===== src/hdl/pcs_pkg.sv =====
// Constants shared by the processor control-signal logic.
// Assumes a 20 MHz core clock; all times are converted to cycles here.
package pcs_pkg;

   // Core clock
   localparam int unsigned CLK_MHZ      = 20;
   localparam int unsigned CLK_PERIOD_NS = 50;

   // Reset release delay after last regulator (least time, 2.0 ms)
   localparam int unsigned RST_DLY_US   = 2000;
   localparam int unsigned RST_DLY_CYC  = RST_DLY_US * CLK_MHZ;
   // Fault persistence before reset assert (1.8 ms)
   localparam int unsigned FLT_RST_US   = 1800;
   localparam int unsigned FLT_RST_CYC  = FLT_RST_US * CLK_MHZ;
   // Fault persistence before power-off (100 ms)
   localparam int unsigned FLT_OFF_US   = 100000;
   localparam int unsigned FLT_OFF_CYC  = FLT_OFF_US * CLK_MHZ;
   // Shutdown warning: one 32 kHz period, rounded up
   localparam int unsigned WARN_NS      = 31250;
   localparam int unsigned WARN_CYC     =
      (WARN_NS + CLK_PERIOD_NS - 1) / CLK_PERIOD_NS;

   // Timer counter width, large enough for the 100 ms count
   localparam int unsigned TMR_W        = 21;

   // Register page and offsets
   localparam logic       PAGE_MAIN      = 1'h0;
   localparam logic       PAGE_EXT1      = 1'h1;
   localparam logic [7:0] PG_FAULT_OFS   = 8'hE8;
   localparam logic [7:0] CTRL_OFS       = 8'h20;
   localparam logic [7:0] FLT_INT_OFS    = 8'h21;
   localparam logic [7:0] FLT_MASK_OFS   = 8'h22;
   localparam logic [7:0] STATUS_OFS     = 8'h23;

   // Field positions
   localparam int unsigned PG_FAULT_BIT  = 0;
   localparam int unsigned CTRL_EDGE_BIT = 0;
   localparam int unsigned CTRL_SINV_BIT = 1;
   localparam int unsigned CTRL_TBB_BIT  = 2;
   localparam int unsigned FLT_BIT       = 0;

   // Reset values
   localparam logic [7:0] PG_FAULT_RST   = 8'h00;
   localparam logic [7:0] CTRL_RST       = 8'h00;
   localparam logic       FLT_MASK_RST   = 1'h0;

   // Power states
   typedef enum logic [1:0] {
      PCS_OFF,
      PCS_STARTUP,
      PCS_ON,
      PCS_WARN
   } pcs_state_e;

endpackage : pcs_pkg


===== src/hdl/pcs_sync.sv =====
// Two-flop synchroniser for a group of pin inputs.
// Assumes each bit is an independent level; no bus coherence.
`timescale 1ns/1ns
module pcs_sync #(
   parameter int unsigned W = 1
) (
   // Clock and reset
   input  wire logic         ref_clk_in,
   input  wire logic         resetn_in,
   // Data
   input  wire logic [W-1:0] async_in,
   output logic      [W-1:0] sync_out
);

   logic [W-1:0] meta_reg;
   logic [W-1:0] meta_next;
   logic [W-1:0] sync_next;

   // First stage feeds only the second stage
   always_comb begin
      meta_next = async_in;
      sync_next = meta_reg;
   end

   always_ff @(posedge ref_clk_in or negedge resetn_in) begin
      if (!resetn_in) begin
         meta_reg <= '0;
         sync_out <= '0;
      end else begin
         meta_reg <= meta_next;
         sync_out <= sync_next;
      end
   end

endmodule : pcs_sync


===== src/hdl/pcs_timer.sv =====
// Persistence timer: counts while enabled, clears when enable drops.
// Assumes LIMIT fits in W bits; saturates at LIMIT.
`timescale 1ns/1ns
module pcs_timer #(
   parameter int unsigned W     = 21,
   parameter logic [W-1:0] LIMIT = '1
) (
   // Clock and reset
   input  wire logic ref_clk_in,
   input  wire logic resetn_in,
   // Control
   input  wire logic en_in,
   output logic      done_out
);

   logic [W-1:0] cnt_reg;
   logic [W-1:0] cnt_next;

   // Restart from zero whenever the condition goes away
   always_comb begin
      if (!en_in) begin
         cnt_next = '0;
      end else if (cnt_reg == LIMIT) begin
         cnt_next = cnt_reg;
      end else begin
         cnt_next = cnt_reg + W'(1);
      end
   end

   always_ff @(posedge ref_clk_in or negedge resetn_in) begin
      if (!resetn_in) begin
         cnt_reg <= '0;
      end else begin
         cnt_reg <= cnt_next;
      end
   end

   assign done_out = en_in && (cnt_reg == LIMIT);

endmodule : pcs_timer


===== src/hdl/pcs_ctrl.sv =====
// Processor control-signal logic: power-on detect, standby, reset,
// shutdown warning and fault interrupt pins, with their registers.
// Assumes the register engine and sequencer share ref_clk_in; pins are
// asynchronous and synchronised here. Open-drain pins drive low only.
`timescale 1ns/1ns
module pcs_ctrl
   import pcs_pkg::*;
#(
   parameter int unsigned RST_DLY = RST_DLY_CYC,
   parameter int unsigned FLT_RST = FLT_RST_CYC,
   parameter int unsigned FLT_OFF = FLT_OFF_CYC
) (
   // Clock and reset
   input  wire logic       ref_clk_in,
   input  wire logic       resetn_in,
   // Processor-side input pins
   input  wire logic       power_on_request_in,
   input  wire logic       standby_request_in,
   // Open-drain pins: level, drive value, enable
   input  wire logic       processor_reset_in,
   output logic            processor_reset_drv_out,
   output logic            processor_reset_oe_out,
   input  wire logic       shutdown_warning_in,
   output logic            shutdown_warning_drv_out,
   output logic            shutdown_warning_oe_out,
   input  wire logic       fault_interrupt_in,
   output logic            fault_interrupt_drv_out,
   output logic            fault_interrupt_oe_out,
   // Regulator fault level (analog monitors)
   input  wire logic       fault_in,
   // Sequencer and fuses (same clock)
   input  wire logic       last_reg_enabled_in,
   input  wire logic       turn_off_request_in,
   input  wire logic       otp_fault_mode_in,
   input  wire logic       otp_power_on_edge_in,
   // Register access from the register engine
   input  wire logic       reg_page_in,
   input  wire logic [7:0] reg_addr_in,
   input  wire logic       reg_wr_in,
   input  wire logic [7:0] reg_wdata_in,
   input  wire logic       reg_rd_in,
   output logic      [7:0] reg_rdata_out,
   // Power state towards sequencer and regulators
   output logic            power_enable_out,
   output logic            standby_out,
   output logic            use_override_cfg_out
);

   ////////////////////////////////////////////////////////////////////
   // Pin synchronisers
   logic [5:0] pins_s;
   logic       pwr_req_s, stby_s, fault_s;
   logic [2:0] od_pins_s;

   pcs_sync #(.W(6)) u_sync (
      .ref_clk_in (ref_clk_in),
      .resetn_in  (resetn_in),
      .async_in   ({fault_interrupt_in, shutdown_warning_in,
                    processor_reset_in, fault_in,
                    standby_request_in, power_on_request_in}),
      .sync_out   (pins_s)
   );

   assign pwr_req_s = pins_s[0];
   assign stby_s    = pins_s[1];
   assign fault_s   = pins_s[2];
   assign od_pins_s = pins_s[5:3];

   ////////////////////////////////////////////////////////////////////
   // Registers
   logic [7:0] pg_fault_reg, pg_fault_next;
   logic [7:0] ctrl_reg, ctrl_next;
   logic       flt_flag_reg, flt_flag_next;
   logic       flt_mask_reg, flt_mask_next;
   logic [7:0] rdata_next;
   logic       pwr_req_d_reg, fault_d_reg;
   logic       wr_main, wr_ext1, flt_rise, flt_clr, try_before_buy_override, fault_mode, edge_sel;
   pcs_state_e state_reg;

   assign wr_main  = reg_wr_in && (reg_page_in == PAGE_MAIN);
   assign wr_ext1  = reg_wr_in && (reg_page_in == PAGE_EXT1);
   assign flt_rise = fault_s && !fault_d_reg;
   assign flt_clr  = wr_main && (reg_addr_in == FLT_INT_OFS)
                     && reg_wdata_in[FLT_BIT];

   // Override registers win over fuses only when enabled
   assign try_before_buy_override        = ctrl_reg[CTRL_TBB_BIT];
   assign fault_mode = try_before_buy_override ? pg_fault_reg[PG_FAULT_BIT]
                           : otp_fault_mode_in;
   assign edge_sel   = try_before_buy_override ? ctrl_reg[CTRL_EDGE_BIT]
                           : otp_power_on_edge_in;

   // Register writes and reads; flag set wins over clear
   always_comb begin
      pg_fault_next = pg_fault_reg;
      ctrl_next     = ctrl_reg;
      flt_mask_next = flt_mask_reg;
      rdata_next    = reg_rdata_out;
      if (wr_ext1 && reg_addr_in == PG_FAULT_OFS) begin
         pg_fault_next = reg_wdata_in;
      end
      if (wr_main && reg_addr_in == CTRL_OFS) begin
         ctrl_next = reg_wdata_in;
      end
      if (wr_main && reg_addr_in == FLT_MASK_OFS) begin
         flt_mask_next = reg_wdata_in[FLT_BIT];
      end
      flt_flag_next = (flt_flag_reg && !flt_clr) || flt_rise;
      if (reg_rd_in) begin
         rdata_next = 8'h00;
         if (reg_page_in == PAGE_EXT1) begin
            rdata_next = (reg_addr_in == PG_FAULT_OFS) ? pg_fault_reg : 8'h00;
         end else begin
            case (reg_addr_in)
               CTRL_OFS:     rdata_next = ctrl_reg;
               FLT_INT_OFS:  rdata_next = {7'h00, flt_flag_reg};
               FLT_MASK_OFS: rdata_next = {7'h00, flt_mask_reg};
               STATUS_OFS:   rdata_next = {od_pins_s, fault_mode,
                                           fault_s, stby_s, state_reg};
               default:      rdata_next = 8'h00;
            endcase
         end
      end
   end

   always_ff @(posedge ref_clk_in or negedge resetn_in) begin
      if (!resetn_in) begin
         pg_fault_reg  <= PG_FAULT_RST;
         ctrl_reg      <= CTRL_RST;
         flt_flag_reg  <= 1'h0;
         flt_mask_reg  <= FLT_MASK_RST;
         reg_rdata_out <= 8'h00;
         pwr_req_d_reg <= 1'h0;
         fault_d_reg   <= 1'h0;
      end else begin
         pg_fault_reg  <= pg_fault_next;
         ctrl_reg      <= ctrl_next;
         flt_flag_reg  <= flt_flag_next;
         flt_mask_reg  <= flt_mask_next;
         reg_rdata_out <= rdata_next;
         pwr_req_d_reg <= pwr_req_s;
         fault_d_reg   <= fault_s;
      end
   end

   ////////////////////////////////////////////////////////////////////
   // Timers
   logic seq_done_reg, seq_done_next;
   logic su_fault_reg, su_fault_next;
   logic dly_done, flt_rst_done, flt_off_done, warn_done, flt_tmr_en;

   // Only fault mode watches fault persistence
   assign flt_tmr_en = fault_s && fault_mode && (state_reg != PCS_OFF);

   pcs_timer #(.W(TMR_W), .LIMIT(TMR_W'(RST_DLY - 1))) u_rst_dly (
      .ref_clk_in (ref_clk_in), .resetn_in (resetn_in),
      .en_in      (state_reg == PCS_STARTUP && seq_done_reg),
      .done_out   (dly_done)
   );
   pcs_timer #(.W(TMR_W), .LIMIT(TMR_W'(FLT_RST - 1))) u_flt_rst (
      .ref_clk_in (ref_clk_in), .resetn_in (resetn_in),
      .en_in      (flt_tmr_en),
      .done_out   (flt_rst_done)
   );
   pcs_timer #(.W(TMR_W), .LIMIT(TMR_W'(FLT_OFF - 1))) u_flt_off (
      .ref_clk_in (ref_clk_in), .resetn_in (resetn_in),
      .en_in      (flt_tmr_en),
      .done_out   (flt_off_done)
   );
   pcs_timer #(.W(TMR_W), .LIMIT(TMR_W'(WARN_CYC - 1))) u_warn (
      .ref_clk_in (ref_clk_in), .resetn_in (resetn_in),
      .en_in      (state_reg == PCS_WARN),
      .done_out   (warn_done)
   );

   ////////////////////////////////////////////////////////////////////
   // Power state machine
   pcs_state_e state_next;
   logic       pwr_evt, stby_act;
   logic       rst_oe_next, warn_oe_next, int_oe_next, pwr_en_next, stby_next;

   // Level mode needs only a high level; edge mode a rising edge
   assign pwr_evt  = edge_sel ? (pwr_req_s && !pwr_req_d_reg)
                              : pwr_req_s;
   assign stby_act = stby_s ^ ctrl_reg[CTRL_SINV_BIT];

   always_comb begin
      state_next    = state_reg;
      seq_done_next = seq_done_reg;
      su_fault_next = su_fault_reg;
      case (state_reg)
         PCS_OFF: begin
            seq_done_next = 1'h0;
            su_fault_next = 1'h0;
            if (pwr_evt) begin
               state_next = PCS_STARTUP;
            end
         end
         PCS_STARTUP: begin
            seq_done_next = seq_done_reg || last_reg_enabled_in;
            su_fault_next = su_fault_reg || fault_s;
            if (turn_off_request_in || flt_off_done) begin
               state_next = PCS_WARN;
            end else if (dly_done) begin
               state_next = PCS_ON;
            end
         end
         PCS_ON: begin
            if (turn_off_request_in || flt_off_done) begin
               state_next = PCS_WARN;
            end
         end
         PCS_WARN: begin
            if (warn_done) begin
               state_next = PCS_OFF;
            end
         end
         default: state_next = PCS_OFF;
      endcase
   end

   // Pin and power outputs, registered
   always_comb begin
      // Default mode: reset follows only power state
      rst_oe_next  = (state_next != PCS_ON)
                     || (fault_mode && (su_fault_next || flt_rst_done));
      warn_oe_next = (state_next == PCS_WARN);
      int_oe_next  = flt_flag_next && !flt_mask_next;
      pwr_en_next  = (state_next == PCS_STARTUP)
                     || (state_next == PCS_ON);
      stby_next    = (state_next == PCS_ON) && stby_act;
   end

   always_ff @(posedge ref_clk_in or negedge resetn_in) begin
      if (!resetn_in) begin
         state_reg               <= PCS_OFF;
         seq_done_reg            <= 1'h0;
         su_fault_reg            <= 1'h0;
         processor_reset_oe_out  <= 1'h1;
         shutdown_warning_oe_out <= 1'h0;
         fault_interrupt_oe_out  <= 1'h0;
         power_enable_out        <= 1'h0;
         standby_out             <= 1'h0;
      end else begin
         state_reg               <= state_next;
         seq_done_reg            <= seq_done_next;
         su_fault_reg            <= su_fault_next;
         processor_reset_oe_out  <= rst_oe_next;
         shutdown_warning_oe_out <= warn_oe_next;
         fault_interrupt_oe_out  <= int_oe_next;
         power_enable_out        <= pwr_en_next;
         standby_out             <= stby_next;
      end
   end

   // Open-drain pins only ever pull low
   assign processor_reset_drv_out  = 1'h0;
   assign shutdown_warning_drv_out = 1'h0;
   assign fault_interrupt_drv_out  = 1'h0;
   assign use_override_cfg_out     = try_before_buy_override;

   ////////////////////////////////////////////////////////////////////
   // Checks
   logic [9:0] warn_len_reg;
   always_ff @(posedge ref_clk_in or negedge resetn_in) begin
      if (!resetn_in) begin
         warn_len_reg <= 10'h000;
      end else begin
         warn_len_reg <= shutdown_warning_oe_out ? warn_len_reg + 10'h001
                                                 : 10'h000;
      end
   end

   AST_WARN_LEN: assert property (@(posedge ref_clk_in)
      disable iff (!resetn_in)
      $fell(shutdown_warning_oe_out) |-> warn_len_reg == 10'(WARN_CYC))
      else $error("shutdown warning length wrong");
   AST_IRQ_SET: assert property (@(posedge ref_clk_in)
      disable iff (!resetn_in)
      flt_rise && !flt_mask_next |=> fault_interrupt_oe_out)
      else $error("interrupt not raised on fault");
   AST_SET_WINS: assert property (@(posedge ref_clk_in)
      disable iff (!resetn_in)
      flt_rise && flt_clr |=> flt_flag_reg)
      else $error("fault event lost on clear");
   AST_W1C: assert property (@(posedge ref_clk_in)
      disable iff (!resetn_in)
      flt_clr && !flt_rise |=> !fault_interrupt_oe_out)
      else $error("interrupt not released after clear");
   AST_DEF_RST: assert property (@(posedge ref_clk_in)
      disable iff (!resetn_in)
      !fault_mode && state_reg == PCS_ON && $past(state_reg) == PCS_ON
      |-> !processor_reset_oe_out)
      else $error("reset asserted in default mode while on");
   AST_FLT_RST: assert property (@(posedge ref_clk_in)
      disable iff (!resetn_in)
      flt_rst_done && fault_mode |=> processor_reset_oe_out)
      else $error("reset not asserted on persistent fault");
   AST_FLT_OFF: assert property (@(posedge ref_clk_in)
      disable iff (!resetn_in)
      flt_off_done && state_reg == PCS_ON |=> state_reg == PCS_WARN
      ##1 shutdown_warning_oe_out)
      else $error("no power-off on long fault");
   AST_STBY: assert property (@(posedge ref_clk_in)
      disable iff (!resetn_in)
      state_reg == PCS_ON && state_next == PCS_ON && stby_act
      |=> standby_out)
      else $error("standby not entered");
   AST_POWER_ON_REQUEST: assert property (@(posedge ref_clk_in)
      disable iff (!resetn_in)
      state_reg == PCS_OFF && !edge_sel && pwr_req_s
      |=> state_reg == PCS_STARTUP && power_enable_out)
      else $error("level power-on request ignored");
   AST_RST_DLY: assert property (@(posedge ref_clk_in)
      disable iff (!resetn_in)
      $rose(state_reg == PCS_ON) |-> $past(seq_done_reg))
      else $error("reset released before sequence end");

endmodule : pcs_ctrl


===== config.mk =====
export PLATFORM = sky130hd
export DESIGN_NAME = pcs_ctrl
export DESIGN_NICKNAME = d
export VERILOG_FILES = /design/src/hdl/pcs_pkg.sv /design/src/hdl/pcs_sync.sv /design/src/hdl/pcs_timer.sv /design/src/hdl/pcs_ctrl.sv
export SDC_FILE = /design/constraint.sdc
export NUM_CORES = 1
export LEC_CHECK = 0
export ABC_AREA = 1
export BUFFER_PORTS_ARGS = -buffer_cell sky130_fd_sc_hd__buf_2
export CELL_PAD_IN_SITES_DETAIL_PLACEMENT = 1
export CELL_PAD_IN_SITES_GLOBAL_PLACEMENT = 2
export CORE_ASPECT_RATIO = 1.1
export CORE_MARGIN = 2
export CORE_UTILIZATION = 29
export CTS_BUF_LIST = sky130_fd_sc_hd__clkbuf_4 sky130_fd_sc_hd__clkbuf_8 sky130_fd_sc_hd__clkbuf_16
export CTS_CLUSTER_DIAMETER = 100
export DETAILED_ROUTE_END_ITERATION = 10
export PLACE_DENSITY = 0.77
export SETUP_SLACK_MARGIN = 0.3
export SYNTH_ARGS = -nofsm -noshare
export SYNTH_HDL_FRONTEND = slang
export SYNTH_SLANG_ARGS = --single-unit

===== constraint.sdc =====
create_clock -name ref_clk_in -period 1.65 [get_ports ref_clk_in]
set_clock_uncertainty 0.05 [all_clocks]
set_input_delay 0.165 -clock ref_clk_in [delete_from_list [all_inputs] [get_ports ref_clk_in]]
set_output_delay 0.165 -clock ref_clk_in [all_outputs]
set_load 0.01 [all_outputs]

After elaboration in Yosys (flattened, before gate mapping)
Index checks and enable logic that the tools add are counted.
Word-level totals
  output and inout bits: 17
  logic and storage cells: 104
  register bits: 133
  input port bits: 31
Cells by class
  $add $sub $neg: 4
  reductions and logical operators: 34
  bitwise operators: 2
  multiplexer cells: 23
  equality and inequality tests: 20
Operators with widths (number)
  2-to-1 mux 21 bit: 8
  adder 21 x 1 -> 21 bit (second input constant): 4
  == test 21 x 16 -> 1 bit (second input constant): 2
  == test 8 x 6 -> 1 bit (second input constant): 4
  case mux 8 bit (4 select lines): 1
  == test 21 x 10 -> 1 bit (second input constant): 1
  == test 21 bit (second input constant): 1
  logical AND 1 bit: 20
  2-to-1 mux 8 bit: 2
  2-to-1 mux 2 bit: 5
  inequality test 2 bit (second input constant): 5
  == test 2 bit (second input constant): 4
  == test 8 bit (second input constant): 1
  case mux 2 bit (4 select lines): 1
  logical OR 1 bit: 7
  == test 2 x 1 -> 1 bit (second input constant): 2
  logical NOT 1 bit: 4
  2-to-1 mux 1 bit: 4
  case mux 1 bit (2 select lines): 2
  nonzero test 2 bit: 2
  logical NOT 2 bit: 1
  NOT 1 bit: 1
  XOR 1 bit: 1

Logic depth before layout (Yosys ltp)
  depth after elaboration: 9
  mapped depth: 13
  gate-level depth less buffers: 13

By module
From an unflattened synthesis, not the netlist that was laid out.
Unflattened totals
  cell total of the unflattened synthesis: 1017
  area, all modules: 7568.5 um2
Modules (own cells, without submodules)
  pcs_ctrl: sequential area each 927.1 um2, times used 1, cells each 225, area an instance 1904.3 um2
  pcs_timer at u_flt_rst: sequential area each 525.5 um2, times used 1, cells each 207, area an instance 1367.6 um2
  pcs_timer at u_warn: sequential area each 525.5 um2, times used 1, cells each 191, area an instance 1363.8 um2
  pcs_timer at u_flt_off: sequential area each 525.5 um2, times used 1, cells each 195, area an instance 1318.8 um2
  pcs_timer at u_rst_dly: sequential area each 525.5 um2, times used 1, cells each 187, area an instance 1313.8 um2
  pcs_sync: sequential area each 300.3 um2, times used 1, cells each 12, area an instance 300.3 um2

Worst setup path after synthesis
No wires, ideal clock.
  kind: register to register
  from: register u_flt_off.cnt_reg[0]
  to: register power_enable_out
  data arrival time: 1.643 ns
  stages on the path, launching flop included: 11
  data required time: 1.487 ns
  setup slack: -0.156 ns
  period minus slack after synthesis: 1.806 ns
  cell sequence: dfrtp_1 ha_1 nand2_2 nor2_4 nand3_2 nor2_4 nand3_1 a21oi_1 o21bai_1 ha_1 inv_1
Between the ends
  cells in the longest elaborated chain, start to end: 7
  elaborated cells between the ends (all ways): 9
  those cells by class: 3 x eq/ne; 3 x mux; 3 x reduce/logical
Ends and longest elaborated chain
  start, declared: RTL line pcs_timer.sv:16  | logic [W-1:0] cnt_reg;
  start signal, assigned: RTL line pcs_timer.sv:34  | cnt_reg <= cnt_next;
  == test 21 bit *: RTL line pcs_timer.sv:38  | assign done_out = en_in && (cnt_reg == LIMIT);
  logical AND 1 bit *: RTL line pcs_timer.sv:38
  logical OR 1 bit *: RTL line pcs_ctrl.sv:202, pcs_ctrl.sv:209
  2-to-1 mux 2 bit, on equally long branches: RTL line pcs_ctrl.sv:209, pcs_ctrl.sv:202
  case mux 2 bit (4 select lines) *: RTL line pcs_ctrl.sv:191  | case (state_reg)
  == test 2 x 1 -> 1 bit or == test 2 bit (tied branches): RTL line pcs_ctrl.sv:229, pcs_ctrl.sv:230
  logical OR 1 bit *: RTL line pcs_ctrl.sv:230  | || (state_next == PCS_ON);
  via pwr_en_next: RTL line pcs_ctrl.sv:180  | logic rst_oe_next, warn_oe_next, int_oe_next, pwr_en_next, stby_next;
  end signal, assigned: RTL line pcs_ctrl.sv:251  | power_enable_out <= pwr_en_next;
  end, declared: RTL line pcs_ctrl.sv:44  | output logic power_enable_out,
The timed path passes the listed nets; every way through them passes the cells marked *.
A chain may end at the register's enable or synchronous reset.

Worst setup path after layout
  from: register u_warn.cnt_reg[0]
  to: register standby_out
Between the ends
  cells in the longest elaborated chain, start to end: 6
Ends and longest elaborated chain
  start, declared: RTL line pcs_timer.sv:16
  start signal, assigned: RTL line pcs_timer.sv:34
  == test 21 x 10 -> 1 bit: RTL line pcs_timer.sv:38
  logical AND 1 bit: RTL line pcs_timer.sv:38
  2-to-1 mux 2 bit: RTL line pcs_ctrl.sv:214  | if (warn_done) begin
  case mux 2 bit (4 select lines): RTL line pcs_ctrl.sv:191
  == test 2 bit: RTL line pcs_ctrl.sv:231  | stby_next = (state_next == PCS_ON) && stby_act;
  logical AND 1 bit: RTL line pcs_ctrl.sv:231
  via stby_next: RTL line pcs_ctrl.sv:180
  end signal, assigned: RTL line pcs_ctrl.sv:252  | standby_out <= stby_next;
  end, declared: RTL line pcs_ctrl.sv:45  | output logic standby_out,
The timed path passes the listed nets, and every way through them passes these cells.

==> impl_metrics.ini <==
[sta]
fmax_mhz = 520
finalMaxSlewViolations = 0
grt_setup_unrepaired = true
setup_viol = 36
fin_hold_ws_ns = 0.0156
min_period_ns = 1.92
post-route-period-util_pct = 117
hold_violations = 0
tightest_slew_ns = 0.536
worst_slack_ns = -0.273
max-slew-margin-rel_pct = 64.0

[outcome]
violations = setup timing
outcome = finished with violations

[power]
peakVddDrop_mv = 0.597
power_density_nw_per_um2 = 788
p_leak_nw = 5.31
total_power_mw = 9.01

[logic_synthesis]
yosysMostFrequentCell = nand2_1
synth_ff_type = dfrtp_1
yosys_warnings = 0
synth_cell_types = 44
synth_cells = 871
netlist_area_um2 = 6950
yosysSeqAreaShare_pct = 47.9
synth_top_area_share_pct = 47.5
ys_top_cells_by_count = nand2_1, dfrtp_1, nor2_1
synth_edf_count = 0
syn_avg_cell_area_um2 = 7.98
synth-seq-cells = 133
synth.largest_area_cell = dfrtp_1
synth_area_leaders = dfrtp_1, nand2_1, nor2_1
ys_async_sr_fraction_pct = 100

[critical_path]
r2r_end = standby_out$_DFF_PN0_
worstRegToRegCells = 13
r2r_setup_slack_ns = -0.27
r2r_start = u_warn.cnt_reg[0]$_DFFE_PN0N_
path_class = flip-flop to flip-flop
crit_required_ns = 1.97
crit_fanout = 2
crit_path_end_kind = flip-flop
arrival_ns = 2.24
start_kind = flip-flop

[layout]
fillers = 2731
drive_above_1_share_pct = 47.1
n_antenna_cell = 0
area_delta_synth_final_pct = 64.6
nets = 1200
final_core_util_pct = 48.4

[floorplan]
start_util_pct = 29.4
die_w_um = 152
ioPinCount = 48
die-area_um2 = 25200
die_height_um = 166
fp-row-count = 59
core_um2 = 23600

[clock_tree]
htreeDepth = 4
cts_tree = done
clock_latency_ns = 0.44
cts_buffer_depth = 2
root_buffer = clkbuf_16
clock_sinks = 133
clk_pin_slew_ns = 0.07
cts_buffers = 17

[detailed_routing]
firstDrtPassIters = 7
drcViolationCount = 0
wire_per_inst_um = 17.8
vias_per_cell = 4.92
drt-total-wl_mm = 26.3
postRouteAntennaNets = 0
vias = 7281
drtIter0Drc = 409

[run]
drv_cap = 0

[grt]
grt_pass1_vias = 7763
antenna_found_initial = 0
grt.overflow.total = 0
grt_use_total_pct = 18.8
grt_max_degree = 41
grt_pass1_wl_mm = 37.8

[hold_path]
worst_hold_path_type = input port to flip-flop
worstHoldEndpoint = pg_fault_reg[0]$_DFFE_PN0P_
whs_path_depth = 3
hold_path.startpoint = reg_wdata_in[0]

[place]
portBuffers = 44
dpl.hpwl_mm = 14.9
place_congestion = 0.771
through the flow:
| stage | instances | TNS [ns] | cell area (um^2) | setup WS [ns] |
|---|---|---|---|---|
| after CTS | 1444 | -1.05 | 10700 | -0.197 |
| final | 1480 | -3.11 | 11400 | -0.273 |
| after global placement | 1335 | -0.465 | 8580 | -0.176 |
| after detailed placement | 1335 | -0.772 | 8580 | -0.256 |
| after global routing | 1480 | -7.49 | 11400 | -0.416 |
| after floorplan | 873 | -0.384 | 7050 | -0.113 |
worst max-delay path, stage by stage (launching register included):
cell,delay (ns)
dfrtp_1,0.40
inv_2,0.09
ha_4,0.13
nand2_2,0.05
inv_2,0.05
nand2_2,0.06
nor2_4,0.13
nand3_2,0.11
a21oi_2,0.16
nand2_1,0.08
o21bai_1,0.18
ha_2,0.24
nand2_2,0.07
nor2_2,0.08
cells in the final DEF (no fill, tap or decap), drive strengths merged, types with 14 or more instances in the layout:
cell type | netlist | routed
buf | 14 | 271
nand2 | 176 | 176
nor2 | 139 | 139
dfrtp | 132 | 132
inv | 113 | 124
nand3 | 69 | 69
o21ai | 55 | 55
a21oi | 40 | 40
nand4 | 33 | 33
nor3 | 30 | 30
clkbuf | 2 | 17
a31oi | 16 | 16
dlygate4sd3 | 0 | 15
xor2 | 14 | 14
cell families after synthesis:
| logic type | synth area share, % |
|---|---|
| AND/OR/NAND/NOR | 30.9 |
| flip-flops | 47.9 |
| buffers and inverters | 7.65 |
| AO/OA/AOI/OAI | 10.0 |
| XOR/XNOR | 2.14 |
| adder cells (fa/ha/maj) | 1.26 |
| other | 0.0540 |
layer usage:
layer | up-vias | global-route usage, % | wire, um
li1 | 3439 | - | -
met1 | 3655 | 21.8 | 10800
met2 | 137 | 34.0 | 14000
met3 | 50 | 3.82 | 859
met4 | 0 | 6.52 | 711
met5 | - | 0 | 0
cell type report:
class / instances / area [um^2] / area share [%]
Tap cell: 305 / 382 / 3.34
Clock buffer: 17 / 425 / 3.72
Multi-Input combinational cell: 608 / 4120 / 36.0
Sequential cell: 133 / 3340 / 29.2
Inverter: 116 / 483 / 4.22
Clock inverter: 15 / 178 / 1.55
Timing Repair Buffer: 286 / 2520 / 22.0
where the power goes:
part           internal (mW)  switching, mW  total [mW]
clock                   2.18           1.78        3.97
combinational          0.694          0.812        1.51
sequential              3.43          0.107        3.54
repair_timing:
action | in CTS | in global routing
hold buffers | 15 | 0
buffers inserted | 60 | 36
pin swaps | 92 | 86
gates resized for setup | 221 | 117
gates cloned | 2 | 0
setup endpoints to repair | 89 | 92
endpoints found under the hold margin | 152 | 0
worst max path at each step:
stage | startpoint | to | slack, ns | cells after the start
finish | u_warn.cnt_reg[0]$_DFFE_PN0N_ | standby_out$_DFF_PN0_ | -0.27 | 13
global route | u_warn.cnt_reg[1]$_DFFE_PN0N_ | standby_out$_DFF_PN0_ | -0.42 | 13
CTS | u_warn.cnt_reg[0]$_DFFE_PN0N_ | standby_out$_DFF_PN0_ | -0.20 | 13
detailed placement | u_warn.cnt_reg[1]$_DFFE_PN0N_ | processor_reset_oe_out$_DFF_PN1_ | -0.26 | 12
global placement | u_warn.cnt_reg[0]$_DFFE_PN0N_ | processor_reset_oe_out$_DFF_PN1_ | -0.18 | 12
floorplan | u_flt_off.cnt_reg[0]$_DFFE_PN0N_ | power_enable_out$_DFF_PN0_ | -0.11 | 10
No activity file was read; power rests on OpenSTA's default activity.
